## src/inc/cmc_pkg.sv

```systemverilog
package cmc_pkg;
	// Clock and time base
	localparam int          CLK_HZ        = 40_000_000;
	localparam int          TICK_US       = 1000;
	localparam int          TICK_CYC      = CLK_HZ / 1_000_000 * TICK_US;
	localparam int          BOOST_DLY_MS  = 30;
	localparam int          BOOST_PFM_MS  = 2;
	localparam int          SAFETY_HR     = 10;
	localparam int          SAFETY_MS     = SAFETY_HR * 3600 * 1000;
	localparam int          WD_S          = 40;
	localparam int          WD_MS         = WD_S * 1000;
	localparam int          BLINK_MS      = 500;
	// Register byte offsets
	localparam logic [7:0]  OFS_CTRL      = 8'h00;
	localparam logic [7:0]  OFS_LIMIT     = 8'h04;
	localparam logic [7:0]  OFS_VREG      = 8'h08;
	localparam logic [7:0]  OFS_FAST_CHARGE_CURRENT      = 8'h0c;
	localparam logic [7:0]  OFS_ITERM     = 8'h10;
	localparam logic [7:0]  OFS_STATUS    = 8'h14;
	// Control register fields
	localparam int          B_CHG_EN      = 0;
	localparam int          B_BOOST_EN    = 1;
	localparam int          B_LLO         = 2;
	localparam int          B_BOOST_SEL   = 3;
	localparam int          B_FORCE_DET   = 4;
	localparam int          B_WD_KICK     = 5;
	localparam int          B_WD_LO       = 6;
	localparam int          B_TRK_LO      = 8;
	localparam int          B_IND_LO      = 10;
	localparam int          B_SW_OFF      = 12;
	localparam int          B_SW_RST_EN   = 13;
	localparam int          B_SW_DLY      = 14;
	localparam int          B_RECHG       = 15;
	// Reset values (limits in 100 mA steps, voltages in mV, currents mA)
	localparam logic [15:0] CTRL_RST      = 16'h2041;
	localparam logic [4:0]  ILIM_RST      = 5'h05;
	localparam logic [12:0] VLIM_RST      = 13'h1194;
	localparam logic [12:0] VREG_RST      = 13'h1070;
	localparam logic [11:0] FAST_CHARGE_CURRENT_RST      = 12'h800;
	localparam logic [7:0]  IPRE_RST      = 8'hb4;
	localparam logic [7:0]  ITERM_RST     = 8'hb4;
	localparam logic [11:0] ISHORT        = 12'h064;
	// Source detection
	localparam logic [4:0]  ILIM_USB      = 5'h05;
	localparam logic [4:0]  ILIM_ADAPTER  = 5'h18;
	localparam logic [4:0]  ILIM_SOFT     = 5'h02;
	localparam logic [4:0]  ILIM_PFM_MIN  = 5'h05;
	localparam logic [2:0]  TYPE_NONE     = 3'h0;
	localparam logic [2:0]  TYPE_USB      = 3'h1;
	localparam logic [2:0]  TYPE_ADAPTER  = 3'h3;
	localparam logic [2:0]  TYPE_BOOST    = 3'h7;
	// Voltage thresholds in mV
	localparam logic [12:0] VSYS_SOFT     = 13'h0898;
	localparam logic [12:0] VBAT_SHORT    = 13'h0898;
	localparam logic [12:0] VBAT_PRE      = 13'h0bb8;
	localparam logic [12:0] RECHG_LO      = 13'h0064;
	localparam logic [12:0] RECHG_HI      = 13'h00c8;
	localparam logic [12:0] TRK_200       = 13'h00c8;
	localparam logic [12:0] TRK_250       = 13'h00fa;
	localparam logic [12:0] TRK_300       = 13'h012c;
	// Charge phase, indicator and watchdog codes
	localparam logic [1:0]  PH_OFF        = 2'h0;
	localparam logic [1:0]  PH_PRE        = 2'h1;
	localparam logic [1:0]  PH_FAST       = 2'h2;
	localparam logic [1:0]  PH_DONE       = 2'h3;
	localparam logic [1:0]  IND_OFF       = 2'h3;
	localparam logic [1:0]  WD_DIS        = 2'h0;

	typedef enum logic [2:0] {
		SRC_IDLE = 3'b001,
		SRC_DET  = 3'b010,
		SRC_RUN  = 3'b100
	} cmc_src_t;

	typedef enum logic [3:0] {
		CHG_IDLE  = 4'b0001,
		CHG_RUN   = 4'b0010,
		CHG_DONE  = 4'b0100,
		CHG_FAULT = 4'b1000
	} cmc_chg_t;
endpackage

```

## src/design/cmc_top.sv

```systemverilog
module cmc_top
	import cmc_pkg::*;
#(
	parameter int TICK_CYCLES = TICK_CYC,
	parameter int SAFETY_TICKS = SAFETY_MS,
	parameter int WD_TICKS = WD_MS,
	parameter int BOOST_TICKS = BOOST_DLY_MS
) (
	input  wire logic        pclk,
	input  wire logic        presetn,
	input  wire logic        psel,
	input  wire logic        penable,
	input  wire logic        pwrite,
	input  wire logic [7:0]  paddr,
	input  wire logic [31:0] pwdata,
	output logic      [31:0] prdata,
	output logic             pready,
	output logic             pslverr,
	input  wire logic        src_sel_pin,
	input  wire logic        chg_en_n_pin,
	input  wire logic        input_good,
	input  wire logic        bias_ok,
	input  wire logic [12:0] vbat_mv,
	input  wire logic [12:0] vsys_mv,
	input  wire logic [11:0] fast_charge_current_meas_ma,
	input  wire logic        reg_active,
	input  wire logic        therm_fault,
	input  wire logic        therm_boost_ok,
	input  wire logic        bat_above_min,
	input  wire logic        vbus_below_sleep,
	output logic             host_alert,
	output logic             conv_en_ff,
	output logic             bat_sw_on_ff,
	output logic      [4:0]  ilim_eff_ff,
	output logic      [12:0] vlim_eff_ff,
	output logic             pfm_en_ff,
	output logic             boost_on_ff,
	output logic             boost_pwm_ff,
	output logic             boost_ilim_ff,
	output logic      [12:0] vreg_out_ff,
	output logic      [11:0] fast_charge_current_out_ff,
	output logic             stat_pin_o,
	output logic             stat_pin_oe
);
	logic [1:0]  sel_sync_ff, cen_sync_ff;
	logic        sel_pin, chg_pin_ok;
	logic [15:0] ctrl_ff;
	logic [4:0]  ilim_ff;
	logic [12:0] vlim_ff, vreg_ff;
	logic [11:0] fast_charge_current_ff;
	logic [7:0]  ipre_ff, iterm_ff;
	logic        host_ff, wd_fault;
	logic [31:0] tick_cnt_ff, wd_cnt_ff, safe_cnt_ff, boost_cnt_ff;
	logic [31:0] blink_cnt_ff;
	logic        tick, wd_expire, wr, rd, kick, force_det;
	logic        pg_ff, blink_ff, safety_fault_ff, chg_enabled, chg_en_d_ff;
	logic [2:0]  type_ff;
	logic        det_alert, done_alert, start_ok, term_ok, rechg_ok;
	logic [12:0] rechg_mv, trk_mv, trk_sum;
	logic [4:0]  det_ilim;
	logic [2:0]  det_type;
	logic [1:0]  phase;
	logic        boost_cond;
	logic [31:0] wd_limit;
	cmc_src_t    src_ff, nxt_src;
	cmc_chg_t    chg_ff, nxt_chg;

	// Pins cross into pclk through two flops before use
	always_ff @(posedge pclk or negedge presetn) begin
		if (!presetn) begin
			sel_sync_ff <= 2'h0;
			cen_sync_ff <= 2'h3;
		end else begin
			sel_sync_ff <= {sel_sync_ff[0], src_sel_pin};
			cen_sync_ff <= {cen_sync_ff[0], chg_en_n_pin};
		end
	end
	assign sel_pin    = sel_sync_ff[1];
	assign chg_pin_ok = !cen_sync_ff[1];

	// APB: zero wait states, error on unmapped offsets
	assign pready    = 1'b1;
	assign wr        = psel && penable && pwrite;
	assign rd        = psel && penable && !pwrite;
	assign kick      = wr && paddr == OFS_CTRL && pwdata[B_WD_KICK];
	assign force_det = wr && paddr == OFS_CTRL && pwdata[B_FORCE_DET];
	always_comb begin
		pslverr = 1'b0;
		if (psel && penable) begin
			case (paddr)
			OFS_CTRL, OFS_LIMIT, OFS_VREG, OFS_FAST_CHARGE_CURRENT, OFS_ITERM,
			OFS_STATUS: pslverr = 1'b0;
			default: pslverr = 1'b1;
			endcase
		end
	end

	always_ff @(posedge pclk or negedge presetn) begin
		if (!presetn) begin
			prdata <= 32'h0;
		end else if (psel && !penable && !pwrite) begin
			case (paddr)
			OFS_CTRL:   prdata <= {16'h0, ctrl_ff};
			OFS_LIMIT:  prdata <= {11'h0, vlim_ff, 3'h0, ilim_ff};
			OFS_VREG:   prdata <= {19'h0, vreg_ff};
			OFS_FAST_CHARGE_CURRENT:   prdata <= {20'h0, fast_charge_current_ff};
			OFS_ITERM:  prdata <= {16'h0, iterm_ff, ipre_ff};
			OFS_STATUS: prdata <= {vlim_eff_ff, 2'h0, ilim_eff_ff,
				bat_sw_on_ff, conv_en_ff, pfm_en_ff, boost_on_ff,
				safety_fault_ff, wd_fault, phase, pg_ff, type_ff};
			default:    prdata <= 32'h0;
			endcase
		end
	end

	// Millisecond time base shared by all long timers
	always_ff @(posedge pclk or negedge presetn) begin
		if (!presetn) begin
			tick_cnt_ff <= 32'h0;
		end else if (tick) begin
			tick_cnt_ff <= 32'h0;
		end else begin
			tick_cnt_ff <= tick_cnt_ff + 32'h1;
		end
	end
	assign tick = tick_cnt_ff == 32'(TICK_CYCLES - 1);

	// Watchdog and host/default mode
	always_comb begin
		case (ctrl_ff[B_WD_LO +: 2])
		2'h1:    wd_limit = 32'(WD_TICKS);
		2'h2:    wd_limit = 32'(WD_TICKS * 2);
		default: wd_limit = 32'(WD_TICKS * 4);
		endcase
	end
	assign wd_expire = host_ff && !kick && ctrl_ff[B_WD_LO +: 2] != WD_DIS
		&& tick && wd_cnt_ff >= wd_limit - 32'h1;
	assign wd_fault = !host_ff;

	always_ff @(posedge pclk or negedge presetn) begin
		if (!presetn) begin
			host_ff   <= 1'b0;
			wd_cnt_ff <= 32'h0;
		end else if (kick) begin
			host_ff   <= 1'b1;
			wd_cnt_ff <= 32'h0;
		end else if (wd_expire) begin
			host_ff   <= 1'b0;
			wd_cnt_ff <= 32'h0;
		end else if (host_ff && tick) begin
			wd_cnt_ff <= wd_cnt_ff + 32'h1;
		end
	end

	// Kick wins over a simultaneous expiry, so a late kick is not lost
	always_ff @(posedge pclk or negedge presetn) begin
		if (!presetn) begin
			ctrl_ff  <= CTRL_RST;
			vreg_ff  <= VREG_RST;
			fast_charge_current_ff  <= FAST_CHARGE_CURRENT_RST;
			ipre_ff  <= IPRE_RST;
			iterm_ff <= ITERM_RST;
		end else if (wd_expire) begin
			ctrl_ff  <= (CTRL_RST & ~16'((1 << B_SW_OFF) |
				(1 << B_SW_RST_EN) | (1 << B_SW_DLY))) | (ctrl_ff &
				16'((1 << B_SW_OFF) | (1 << B_SW_RST_EN) |
				(1 << B_SW_DLY)));
			vreg_ff  <= VREG_RST;
			fast_charge_current_ff  <= FAST_CHARGE_CURRENT_RST;
			ipre_ff  <= IPRE_RST;
			iterm_ff <= ITERM_RST;
		end else if (wr) begin
			case (paddr)
			OFS_CTRL:  ctrl_ff  <= pwdata[15:0] &
				~16'((1 << B_WD_KICK) | (1 << B_FORCE_DET));
			OFS_VREG:  vreg_ff  <= pwdata[12:0];
			OFS_FAST_CHARGE_CURRENT:  fast_charge_current_ff  <= pwdata[11:0];
			OFS_ITERM: begin
				ipre_ff  <= pwdata[7:0];
				iterm_ff <= pwdata[15:8];
			end
			default: ;
			endcase
		end
	end

	// Source type detection
	assign det_ilim = sel_pin ? ILIM_USB : ILIM_ADAPTER;
	assign det_type = sel_pin ? TYPE_USB : TYPE_ADAPTER;
	assign det_alert = src_ff == SRC_DET;

	always_comb begin
		nxt_src = src_ff;
		case (src_ff)
		SRC_IDLE: if (input_good && bias_ok) nxt_src = SRC_DET;
		SRC_DET:  nxt_src = SRC_RUN;
		SRC_RUN:  if (!input_good || !bias_ok) nxt_src = SRC_IDLE;
		default:  nxt_src = SRC_IDLE;
		endcase
	end

	always_ff @(posedge pclk or negedge presetn) begin
		if (!presetn) begin
			src_ff <= SRC_IDLE;
		end else begin
			src_ff <= nxt_src;
		end
	end

	// Host writes to the limit word take priority over pin reloads
	always_ff @(posedge pclk or negedge presetn) begin
		if (!presetn) begin
			ilim_ff <= ILIM_RST;
			vlim_ff <= VLIM_RST;
		end else if (wr && paddr == OFS_LIMIT) begin
			ilim_ff <= pwdata[4:0];
			vlim_ff <= pwdata[20:8];
		end else if (src_ff == SRC_DET) begin
			ilim_ff <= det_ilim;
		end else if (src_ff == SRC_RUN && (host_ff ? force_det : 1'b1)) begin
			ilim_ff <= det_ilim;
		end
	end

	always_ff @(posedge pclk or negedge presetn) begin
		if (!presetn) begin
			pg_ff   <= 1'b0;
			type_ff <= TYPE_NONE;
		end else if (boost_on_ff) begin
			pg_ff   <= 1'b0;
			type_ff <= TYPE_BOOST;
		end else if (src_ff == SRC_DET) begin
			pg_ff   <= 1'b1;
			type_ff <= det_type;
		end else if (src_ff == SRC_RUN) begin
			if (!host_ff || force_det) begin
				type_ff <= det_type;
			end
		end else begin
			pg_ff   <= 1'b0;
			type_ff <= TYPE_NONE;
		end
	end

	// Converter limits and light-load mode
	always_comb begin
		case (ctrl_ff[B_TRK_LO +: 2])
		2'h1:    trk_mv = TRK_200;
		2'h2:    trk_mv = TRK_250;
		default: trk_mv = TRK_300;
		endcase
	end
	assign trk_sum = vbat_mv + trk_mv;

	always_ff @(posedge pclk or negedge presetn) begin
		if (!presetn) begin
			conv_en_ff    <= 1'b0;
			bat_sw_on_ff  <= 1'b0;
			ilim_eff_ff   <= ILIM_SOFT;
			vlim_eff_ff   <= VLIM_RST;
			pfm_en_ff     <= 1'b0;
			boost_ilim_ff <= 1'b0;
		end else begin
			conv_en_ff   <= src_ff == SRC_RUN;
			bat_sw_on_ff <= chg_enabled && !ctrl_ff[B_SW_OFF]
				&& chg_ff != CHG_DONE;
			if (vsys_mv < VSYS_SOFT && ilim_ff > ILIM_SOFT) begin
				ilim_eff_ff <= ILIM_SOFT;
			end else begin
				ilim_eff_ff <= ilim_ff;
			end
			if (ctrl_ff[B_TRK_LO +: 2] != 2'h0 && trk_sum > vlim_ff) begin
				vlim_eff_ff <= trk_sum;
			end else begin
				vlim_eff_ff <= vlim_ff;
			end
			if (boost_on_ff) begin
				pfm_en_ff <= !boost_pwm_ff && !ctrl_ff[B_LLO];
			end else begin
				pfm_en_ff <= conv_en_ff && !ctrl_ff[B_LLO]
					&& ilim_ff >= ILIM_PFM_MIN;
			end
			boost_ilim_ff <= ctrl_ff[B_BOOST_SEL];
		end
	end

	// Boost qualification: delay restarts whenever a condition drops
	assign boost_cond = bat_above_min && vbus_below_sleep && therm_boost_ok
		&& ctrl_ff[B_BOOST_EN];

	always_ff @(posedge pclk or negedge presetn) begin
		if (!presetn) begin
			boost_cnt_ff <= 32'h0;
			boost_on_ff  <= 1'b0;
			boost_pwm_ff <= 1'b0;
		end else if (!boost_cond) begin
			boost_cnt_ff <= 32'h0;
			boost_on_ff  <= 1'b0;
			boost_pwm_ff <= 1'b0;
		end else if (tick) begin
			if (boost_cnt_ff != 32'(BOOST_TICKS + BOOST_PFM_MS)) begin
				boost_cnt_ff <= boost_cnt_ff + 32'h1;
			end
			if (boost_cnt_ff == 32'(BOOST_TICKS - 1)) begin
				boost_on_ff <= 1'b1;
			end
			if (boost_cnt_ff == 32'(BOOST_TICKS + BOOST_PFM_MS - 1)) begin
				boost_pwm_ff <= 1'b1;
			end
		end
	end

	// Charge cycle
	assign chg_enabled = ctrl_ff[B_CHG_EN] && chg_pin_ok;
	assign rechg_mv = ctrl_ff[B_RECHG] ? RECHG_HI : RECHG_LO;
	assign rechg_ok = vbat_mv > vreg_ff - rechg_mv;
	assign start_ok = conv_en_ff && chg_enabled && fast_charge_current_ff != 12'h0
		&& !therm_fault && !safety_fault_ff && !ctrl_ff[B_SW_OFF];
	assign term_ok = fast_charge_current_meas_ma < {4'h0, iterm_ff} && rechg_ok
		&& !reg_active;
	assign done_alert = chg_ff == CHG_RUN && nxt_chg == CHG_DONE;

	always_comb begin
		nxt_chg = chg_ff;
		case (chg_ff)
		CHG_IDLE: if (start_ok) nxt_chg = CHG_RUN;
		CHG_RUN: begin
			if (!chg_enabled || !conv_en_ff || ctrl_ff[B_SW_OFF]) begin
				nxt_chg = CHG_IDLE;
			end else if (therm_fault || safety_fault_ff) begin
				nxt_chg = CHG_FAULT;
			end else if (term_ok) begin
				nxt_chg = CHG_DONE;
			end
		end
		CHG_DONE: begin
			if (!chg_enabled) begin
				nxt_chg = CHG_IDLE;
			end else if (!rechg_ok) begin
				nxt_chg = CHG_RUN;
			end
		end
		CHG_FAULT: begin
			if (!chg_enabled) begin
				nxt_chg = CHG_IDLE;
			end else if (!therm_fault && !safety_fault_ff) begin
				nxt_chg = CHG_RUN;
			end
		end
		default: nxt_chg = CHG_IDLE;
		endcase
	end

	always_ff @(posedge pclk or negedge presetn) begin
		if (!presetn) begin
			chg_ff <= CHG_IDLE;
		end else begin
			chg_ff <= nxt_chg;
		end
	end

	// Timer pauses in fault, clears only when charging is disabled
	always_ff @(posedge pclk or negedge presetn) begin
		if (!presetn) begin
			safe_cnt_ff     <= 32'h0;
			safety_fault_ff <= 1'b0;
			chg_en_d_ff     <= 1'b0;
		end else begin
			chg_en_d_ff <= chg_enabled;
			if (!chg_enabled) begin
				safe_cnt_ff     <= 32'h0;
				safety_fault_ff <= 1'b0;
			end else if (chg_ff == CHG_RUN && tick) begin
				if (safe_cnt_ff == 32'(SAFETY_TICKS - 1)) begin
					safety_fault_ff <= 1'b1;
				end else begin
					safe_cnt_ff <= safe_cnt_ff + 32'h1;
				end
			end
		end
	end

	always_comb begin
		case (chg_ff)
		CHG_RUN:  phase = vbat_mv < VBAT_PRE ? PH_PRE : PH_FAST;
		CHG_DONE: phase = PH_DONE;
		default:  phase = PH_OFF;
		endcase
	end

	always_ff @(posedge pclk or negedge presetn) begin
		if (!presetn) begin
			vreg_out_ff <= VREG_RST;
			fast_charge_current_out_ff <= 12'h0;
		end else begin
			vreg_out_ff <= vreg_ff;
			if (chg_ff != CHG_RUN) begin
				fast_charge_current_out_ff <= 12'h0;
			end else if (vbat_mv < VBAT_SHORT) begin
				fast_charge_current_out_ff <= ISHORT;
			end else if (vbat_mv < VBAT_PRE) begin
				fast_charge_current_out_ff <= {4'h0, ipre_ff};
			end else begin
				fast_charge_current_out_ff <= fast_charge_current_ff;
			end
		end
	end

	// Indicator pin and alert
	always_ff @(posedge pclk or negedge presetn) begin
		if (!presetn) begin
			blink_cnt_ff <= 32'h0;
			blink_ff     <= 1'b0;
		end else if (tick) begin
			if (blink_cnt_ff == 32'(BLINK_MS - 1)) begin
				blink_cnt_ff <= 32'h0;
				blink_ff     <= !blink_ff;
			end else begin
				blink_cnt_ff <= blink_cnt_ff + 32'h1;
			end
		end
	end
	assign stat_pin_o = chg_ff == CHG_FAULT ? blink_ff :
		chg_ff != CHG_RUN;
	assign stat_pin_oe = ctrl_ff[B_IND_LO +: 2] != IND_OFF;
	assign host_alert = det_alert || done_alert;

	det_alert_a: assert property (
		@(posedge pclk) disable iff (!presetn)
		src_ff == SRC_IDLE && input_good && bias_ok |=> host_alert
		##1 (pg_ff && ilim_ff == $past(det_ilim)))
		else $error("detection did not alert and load");
	det_code_a: assert property (
		@(posedge pclk) disable iff (!presetn)
		$rose(pg_ff) && !boost_on_ff |-> type_ff ==
		($past(sel_sync_ff[1]) ? TYPE_USB : TYPE_ADAPTER))
		else $error("wrong input type code");
	soft_lim_a: assert property (
		@(posedge pclk) disable iff (!presetn)
		vsys_mv < VSYS_SOFT && $stable(vsys_mv)
		|=> ilim_eff_ff <= ILIM_SOFT)
		else $error("soft start cap missing");
	pfm_gate_a: assert property (
		@(posedge pclk) disable iff (!presetn)
		pfm_en_ff |-> !$past(ctrl_ff[B_LLO])
		&& ($past(boost_on_ff) || $past(ilim_ff) >= ILIM_PFM_MIN))
		else $error("light load mode while inhibited");
	boost_qual_a: assert property (
		@(posedge pclk) disable iff (!presetn)
		$rose(boost_on_ff) |-> $past(boost_cond) && type_ff != TYPE_BOOST
		##1 type_ff == TYPE_BOOST)
		else $error("boost start not qualified");
	wd_mode_a: assert property (
		@(posedge pclk) disable iff (!presetn)
		kick |=> !wd_fault)
		else $error("kick did not enter host mode");
	wd_keep_a: assert property (
		@(posedge pclk) disable iff (!presetn)
		wd_expire |=> !host_ff && fast_charge_current_ff == FAST_CHARGE_CURRENT_RST
		&& ilim_ff == $past(ilim_ff))
		else $error("expiry reset wrong registers");
	chg_start_a: assert property (
		@(posedge pclk) disable iff (!presetn)
		chg_ff == CHG_IDLE ##1 chg_ff == CHG_RUN |-> $past(start_ok))
		else $error("cycle started without conditions");
	done_alert_a: assert property (
		@(posedge pclk) disable iff (!presetn)
		chg_ff == CHG_RUN && nxt_chg == CHG_DONE |-> host_alert
		##1 phase == PH_DONE [*1] ##1 !bat_sw_on_ff)
		else $error("completion not reported");
	stat_drive_a: assert property (
		@(posedge pclk) disable iff (!presetn)
		chg_ff == CHG_RUN |-> !stat_pin_o)
		else $error("indicator not low while charging");
endmodule

```

## config.mk

```make
export PLATFORM = sky130hd
export DESIGN_NAME = cmc_top
export DESIGN_NICKNAME = d
export VERILOG_FILES = /design/src/inc/cmc_pkg.sv /design/src/design/cmc_top.sv
export SDC_FILE = /design/constraint.sdc
export NUM_CORES = 1
export LEC_CHECK = 0
export BUFFER_PORTS_ARGS = -buffer_cell sky130_fd_sc_hd__buf_2
export CAP_MARGIN = 5
export CORE_MARGIN = 5
export CORE_UTILIZATION = 40
export DETAILED_ROUTE_END_ITERATION = 6
export GPL_TIMING_DRIVEN = 0
export PLACE_DENSITY_LB_ADDON = 0.15
export SLEW_MARGIN = 20
export SYNTH_ARGS = -nofsm -noshare
export SYNTH_HDL_FRONTEND = slang
export SYNTH_SLANG_ARGS = --single-unit
```

## constraint.sdc

```tcl
create_clock -name pclk -period 11.9 [get_ports pclk]
set_input_delay 0 -clock pclk [delete_from_list [all_inputs] [get_ports pclk]]
set_output_delay 0 -clock pclk [all_outputs]
set_load 0.005 [all_outputs]
```

Yosys cells after proc, flatten, opt, wreduce, memory -nomap -nowiden
Index checks and enable logic that the tools add are counted.
Word-level totals
  bits in registers: 334
  bits in latches: 0
  bits in writable memories: 0
  bits in read-only memories: 0
  input port bits: 92
  output and inout port bits: 86
  logic and storage cells: 248
  memories: 0
Cells by class
  add/subtract/negate cells: 8
  $mul: 0
  div/mod/pow operators: 0
  order comparisons: 9
  eq/ne operators: 37
  shift-type cells: 0
  multiplexer cells: 77
  bitwise operators: 1
  reductions and logical operators: 83
Operator list (count)
  $mux 32: 11
  $pmux 32 s6: 1
  $add 32x1->32 const B: 5
  $mux 12: 6
  $eq 32x5->1 const B: 2
  $mux 8: 7
  $mux 13: 4
  $mux 16: 3
  $lt 13x12->1 const B: 3
  $logic_and 1x1->1: 36
  $pmux 18 s2: 1
  $eq 32x16->1 const B: 1
  $eq 32x26->1 const B: 1
  $eq 32x9->1 const B: 1
  $ge 32x32->1: 1
  $mux 4: 8
  $ne 32x6->1 const B: 1
  $sub 32x1->32 const B: 1
  $gt 13x13->1: 2
  $mux 5: 5
  $reduce_and 2->1: 11
  $mux 1: 19
  $mux 3: 6
  $pmux 9 s2: 1
  35 further kinds: 78

Longest topological paths before layout
  depth in word-level cells: 12
  depth in mapped cells: 17

Worst setup path before layout
OpenSTA, ideal clock, no wires.
  path kind: reg-to-reg
  start: reg ctrl_ff[8]
  end: reg vlim_eff_ff[10]
  setup time: 0.125 ns
  arrival: 3.935 ns
  data required time: 11.775 ns
  slack: 7.840 ns
  cell stages (with the launch flop): 18
  buffers on the path: 1
  period minus slack after synthesis: 4.060 ns
  cells stage by stage: dfrtp_1 -> inv_1 -> ha_1 -> inv_1 -> ha_1 -> a211oi_1 -> o211ai_1 -> o21a_1 -> nor2_1 -> xnor2_1 -> ha_1 -> and4_1 -> nand2_1 -> a21oi_1 -> o21ai_0 -> a211oi_1 -> clkbuf_1 -> mux2_2
Between the ends
  word-level cells in the longest chain between the ends: 6
  elaborated cells on any way between the ends: 8
  those cells by class: add/sub (1); order compare (1); eq/ne (2); mux (2); reduce/logical (2)
Ends and longest elaborated chain
  start, declared: line cmc_top.sv:47  | logic [15:0] ctrl_ff;
  start signal, assigned: line cmc_top.sv:164  | ctrl_ff <= (CTRL_RST & ~16'((1 << B_SW_OFF) |
  start signal, assigned: line cmc_top.sv:174  | OFS_CTRL: ctrl_ff <= pwdata[15:0] &
  $eq 2x2->1 / $eq 2x1->1 (equally long branches): line cmc_top.sv:247  | case (ctrl_ff[B_TRK_LO +: 2])
  $pmux 9 s2: line cmc_top.sv:247
  $add 13x13->13: line cmc_top.sv:253  | assign trk_sum = vbat_mv + trk_mv;
  $gt 13x13->1: line cmc_top.sv:272  | if (ctrl_ff[B_TRK_LO +: 2] != 2'h0 && trk_sum > vlim_ff) begin
  $logic_and 1x1->1: line cmc_top.sv:272
  $mux 13 (*): line cmc_top.sv:272
  end signal, assigned: line cmc_top.sv:273  | vlim_eff_ff <= trk_sum;
  end signal, assigned: line cmc_top.sv:275  | vlim_eff_ff <= vlim_ff;
  end, declared: line cmc_top.sv:35  | output logic [12:0] vlim_eff_ff,
Mark *: on every way between the ends. The rest lies on a longest branch, timed or not.
A chain may end at the register's enable or synchronous reset.

Worst setup path after layout
  start: reg ctrl_ff[8]
  end: reg vlim_eff_ff[3]
The elaborated chain is that of the path after synthesis.

==> metrics.md <==
| Metric | Value |
|---|---|
| Layout area overhead | 19.4% |
| Total CTS buffers | 38 |
| Post-route minimum period | 4920 ps |
| Hold WS | 59.0 ps |
| Initial core utilization | 0.405 |
| CP Capture Type | flip-flop |
| Max VDD drop | 0.0000828 V |
| Yosys reg bits | 332 |
| Synth Flop Type | dfrtp_1 |
| Yosys warnings | 0 |
| CP cell instances | inv_1, ha_1, inv_1, ha_1, a211oi_1, o211ai_1, o21a_1, nor2_1, xnor2_1, ha_1, and4_1, nand2_1, a21oi_1, o21ai_0, a211oi_1, clkbuf_1, mux2_2 |
| Layout Nets | 2,171 |
| Synth area leader | dfrtp_1 |
| Dominant cells by area after synthesis | dfrtp_1 42%, dfstp_2 5.6%, ha_1 4.9%, nand2_1 4.3%, xnor2_1 4.3% |
| Via Count | 14,336 |
| Post-Route WL | 51.2 mm |
| Crit path DAT | 5360 ps |
| CP most frequent cell | ha_1 |
| Commonest cells after routing, fill and taps aside | 295 x dfrtp_1, 200 x nand2_1, 189 x nor2_1 |
| Synth Instances | 1,763 |
| Largest net degree at the start of global routing | 85 |
| Post-route setup TNS | 0 ps |
| Final setup viols | 0 |
| Post-synth net total | 1,925 |
| First-pass GRT wire length | 80.7 mm |
| CTS root buf | clkbuf_16 |
| Slew Viols, Final | 0 |
| Initial antenna violation count | 2 |
| Outcome | finished clean |
| Clock Skews | 21.5 ps |
| Async S/R FF share, synth | 1.00 |
| EDFF count, synth | 0 |
| Final Wtd Congestion | 0.866 |
| Die ar. | 47,900 µm² |
| Global-route usage over all layers | 0.213 |
| CP Launch Type | flip-flop |
| RSZ-0062 raised after global routing | false |
| Worst-skew pair later-pin latency | 570 ps |
| Slew HR | 0.294 |
| Final cycle utilization of the critical path | 0.414 |
| DRC | 0 |
| Core Area | 43,100 µm² |
| Die width | 219 µm |
| Worst-path cell with the longest stage delay | a211oi_1 |
| Height of the die | 219 µm |
| Hold Fails Final Rpt | 0 |
| Layout cells sized above 1 | 0.169 |
| Yosys top cell area share | 0.423 |
| Drt pass-1 iters | 6 |
| Longest Clk Path Bufs | 3 |
| CP Data Required Time | 12,340 ps |
| H-tree Lvls | 2 |
| PwrDens | 124 nW/µm² |
| Maximum operating frequency | 0.203 GHz |
| Clock Sinks | 332 |
| Max-cap violations | 0 |
| Crit path max fanout | 10 |
| Commonest non-fill, non-tap cell in the layout | dfrtp_1 |
| Hold Path Class | primary input to flip-flop |
| Wire length per cell | 19.5 µm |
| Critical Setup Path Class | flip-flop to flip-flop |
| Worst-margin pin slew | 1050 ps |
| Yosys cell types | 81 |
| Grt total ovfl | 0 |
| Clock transition at path regs | 70 ps |
| Row count | 76 |
| Lkg Pwr | 9.28 nW |
| Starting DRT DRC Count | 1,041 |
| Seq/Total Area, Yosys | 0.479 |
| Avg Cell Area, Syn | 9.89 µm² |
| DR vias/cell | 5.46 |
| Vias in the first global route | 14,060 |
| CTS tree | done |
| CP max stage delay | 620 ps |
| PortBufs | 160 |
| Detail Route Antenna Nets | 0 |
| # IOs | 178 |
| DP HPWL | 37.7 mm |
| Synth Cell Area | 17,400 µm² |
-- metal layers --
layer / vias to the layer above / global-route usage / routed length [µm]
met5: - / 0 / 13
met4: 2 / 0.0630 / 1260
met3: 76 / 0.0352 / 3070
met2: 418 / 0.343 / 23800
met1: 7080 / 0.298 / 23100
li1: 6760 / - / -
-- repair_timing --
action,CTS,global route
resized for setup,0,0
endpoints found under the hold margin,345,0
buffers inserted,0,0
hold buffers,42,0
-- worst paths after layout --
kind	startpoint	endpoint	slack, ps	depth (start not counted)
hold reg to reg	sel_sync_ff[0]	sel_sync_ff[1]	350	0
setup reg to reg	ctrl_ff[8]	vlim_eff_ff[3]	6980	17
setup / recovery	ctrl_ff[8]	vlim_eff_ff[3]	6980	17
min in group asynchronous	presetn	iterm_ff[7]	70	2
hold / removal	vbat_mv[10]	vlim_eff_ff[10]	60	3
max in group asynchronous	presetn	vreg_ff[4]	11060	4
-- cells by family (layout without fill, tap and decap cells) --
group / count (synthesis) / after routing / share of synthesized area
other: 2 / 3 / 0.000431
DFF: 332 / 332 / 0.479
xor gates and xnor gates: 146 / 146 / 0.0733
and+or+nand+nor: 785 / 785 / 0.229
buffers and inverters: 128 / 403 / 0.0284
AOI/OAI and AO/OA: 213 / 213 / 0.0789
adders and majority gates: 70 / 70 / 0.0511
muxes: 87 / 87 / 0.0601
-- synthesized netlist by cell type, drive strengths merged (12+ instances only) --
| library cell | instances |
|---|---|
| a21oi | 64 |
| a31oi | 14 |
| and2 | 22 |
| and3 | 30 |
| and4 | 15 |
| buf | 15 |
| clkbuf | 51 |
| dfrtp | 295 |
| dfstp | 37 |
| ha | 68 |
| inv | 62 |
| mux2 | 32 |
| mux2i | 44 |
| nand2 | 200 |
| nand2b | 12 |
| nand3 | 98 |
| nand4 | 54 |
| nor2 | 190 |
| nor2b | 13 |
| nor3 | 36 |
| nor4 | 63 |
| o21ai | 46 |
| or4 | 12 |
| xnor2 | 85 |
| xor2 | 61 |
-- layout make-up --
| cell class | count | area, µm² |
|---|---|---|
| flip-flops and latches | 332 | 8350 |
| diodes | 1 | 2.50 |
| repair buffers | 206 | 1350 |
| fillers | 4124 | 22300 |
| inverters | 62 | 233 |
| well taps | 585 | 732 |
| clock inverters | 18 | 199 |
| plain buffers | 66 | 263 |
| clock buffers | 51 | 1080 |
| multi-input cells | 1303 | 8610 |
-- flip-flops by register name (all words and copies together), names as in the netlist, 14 cells and up --
register,flops
blink_cnt_ff,32
boost_cnt_ff,32
ctrl_ff,14
prdata,32
safe_cnt_ff,32
tick_cnt_ff,32
wd_cnt_ff,32
-- critical path: cells and delay by family (launching register included) --
kind                       cells  cell delay, ps
and+or+nand+nor                3             420
adders and majority gates      3             930
DFF                            1             410
muxes                          1             420
buffers and inverters          3             770
xor gates and xnor gates       1             120
AOI/OAI and AO/OA              6            1720
-- through the flow --
stage	worst slack (ps)	cells	area, µm²	total power (W)	util
after floorplan	7840	1763	17400	0.00128	-
after global placement	4210	2508	19000	0.00138	0.440
after detailed placement	7030	2512	19100	0.00139	0.443
after CTS	6970	2623	20800	0.00261	0.483
after global routing	6650	2624	20800	0.00268	0.483
final	6980	2624	20800	0.00258	0.483
-- where the power goes --
part / internal, W / leakage [nW] / switching (W)
clock: 0.000708 / 0.627 / 0.000496
sequential: 0.00116 / 4.30 / 0.0000317
combinational: 0.0000798 / 4.36 / 0.000108
total: 0.00195 / 9.28 / 0.000635
No activity file was read; power rests on OpenSTA's default activity.
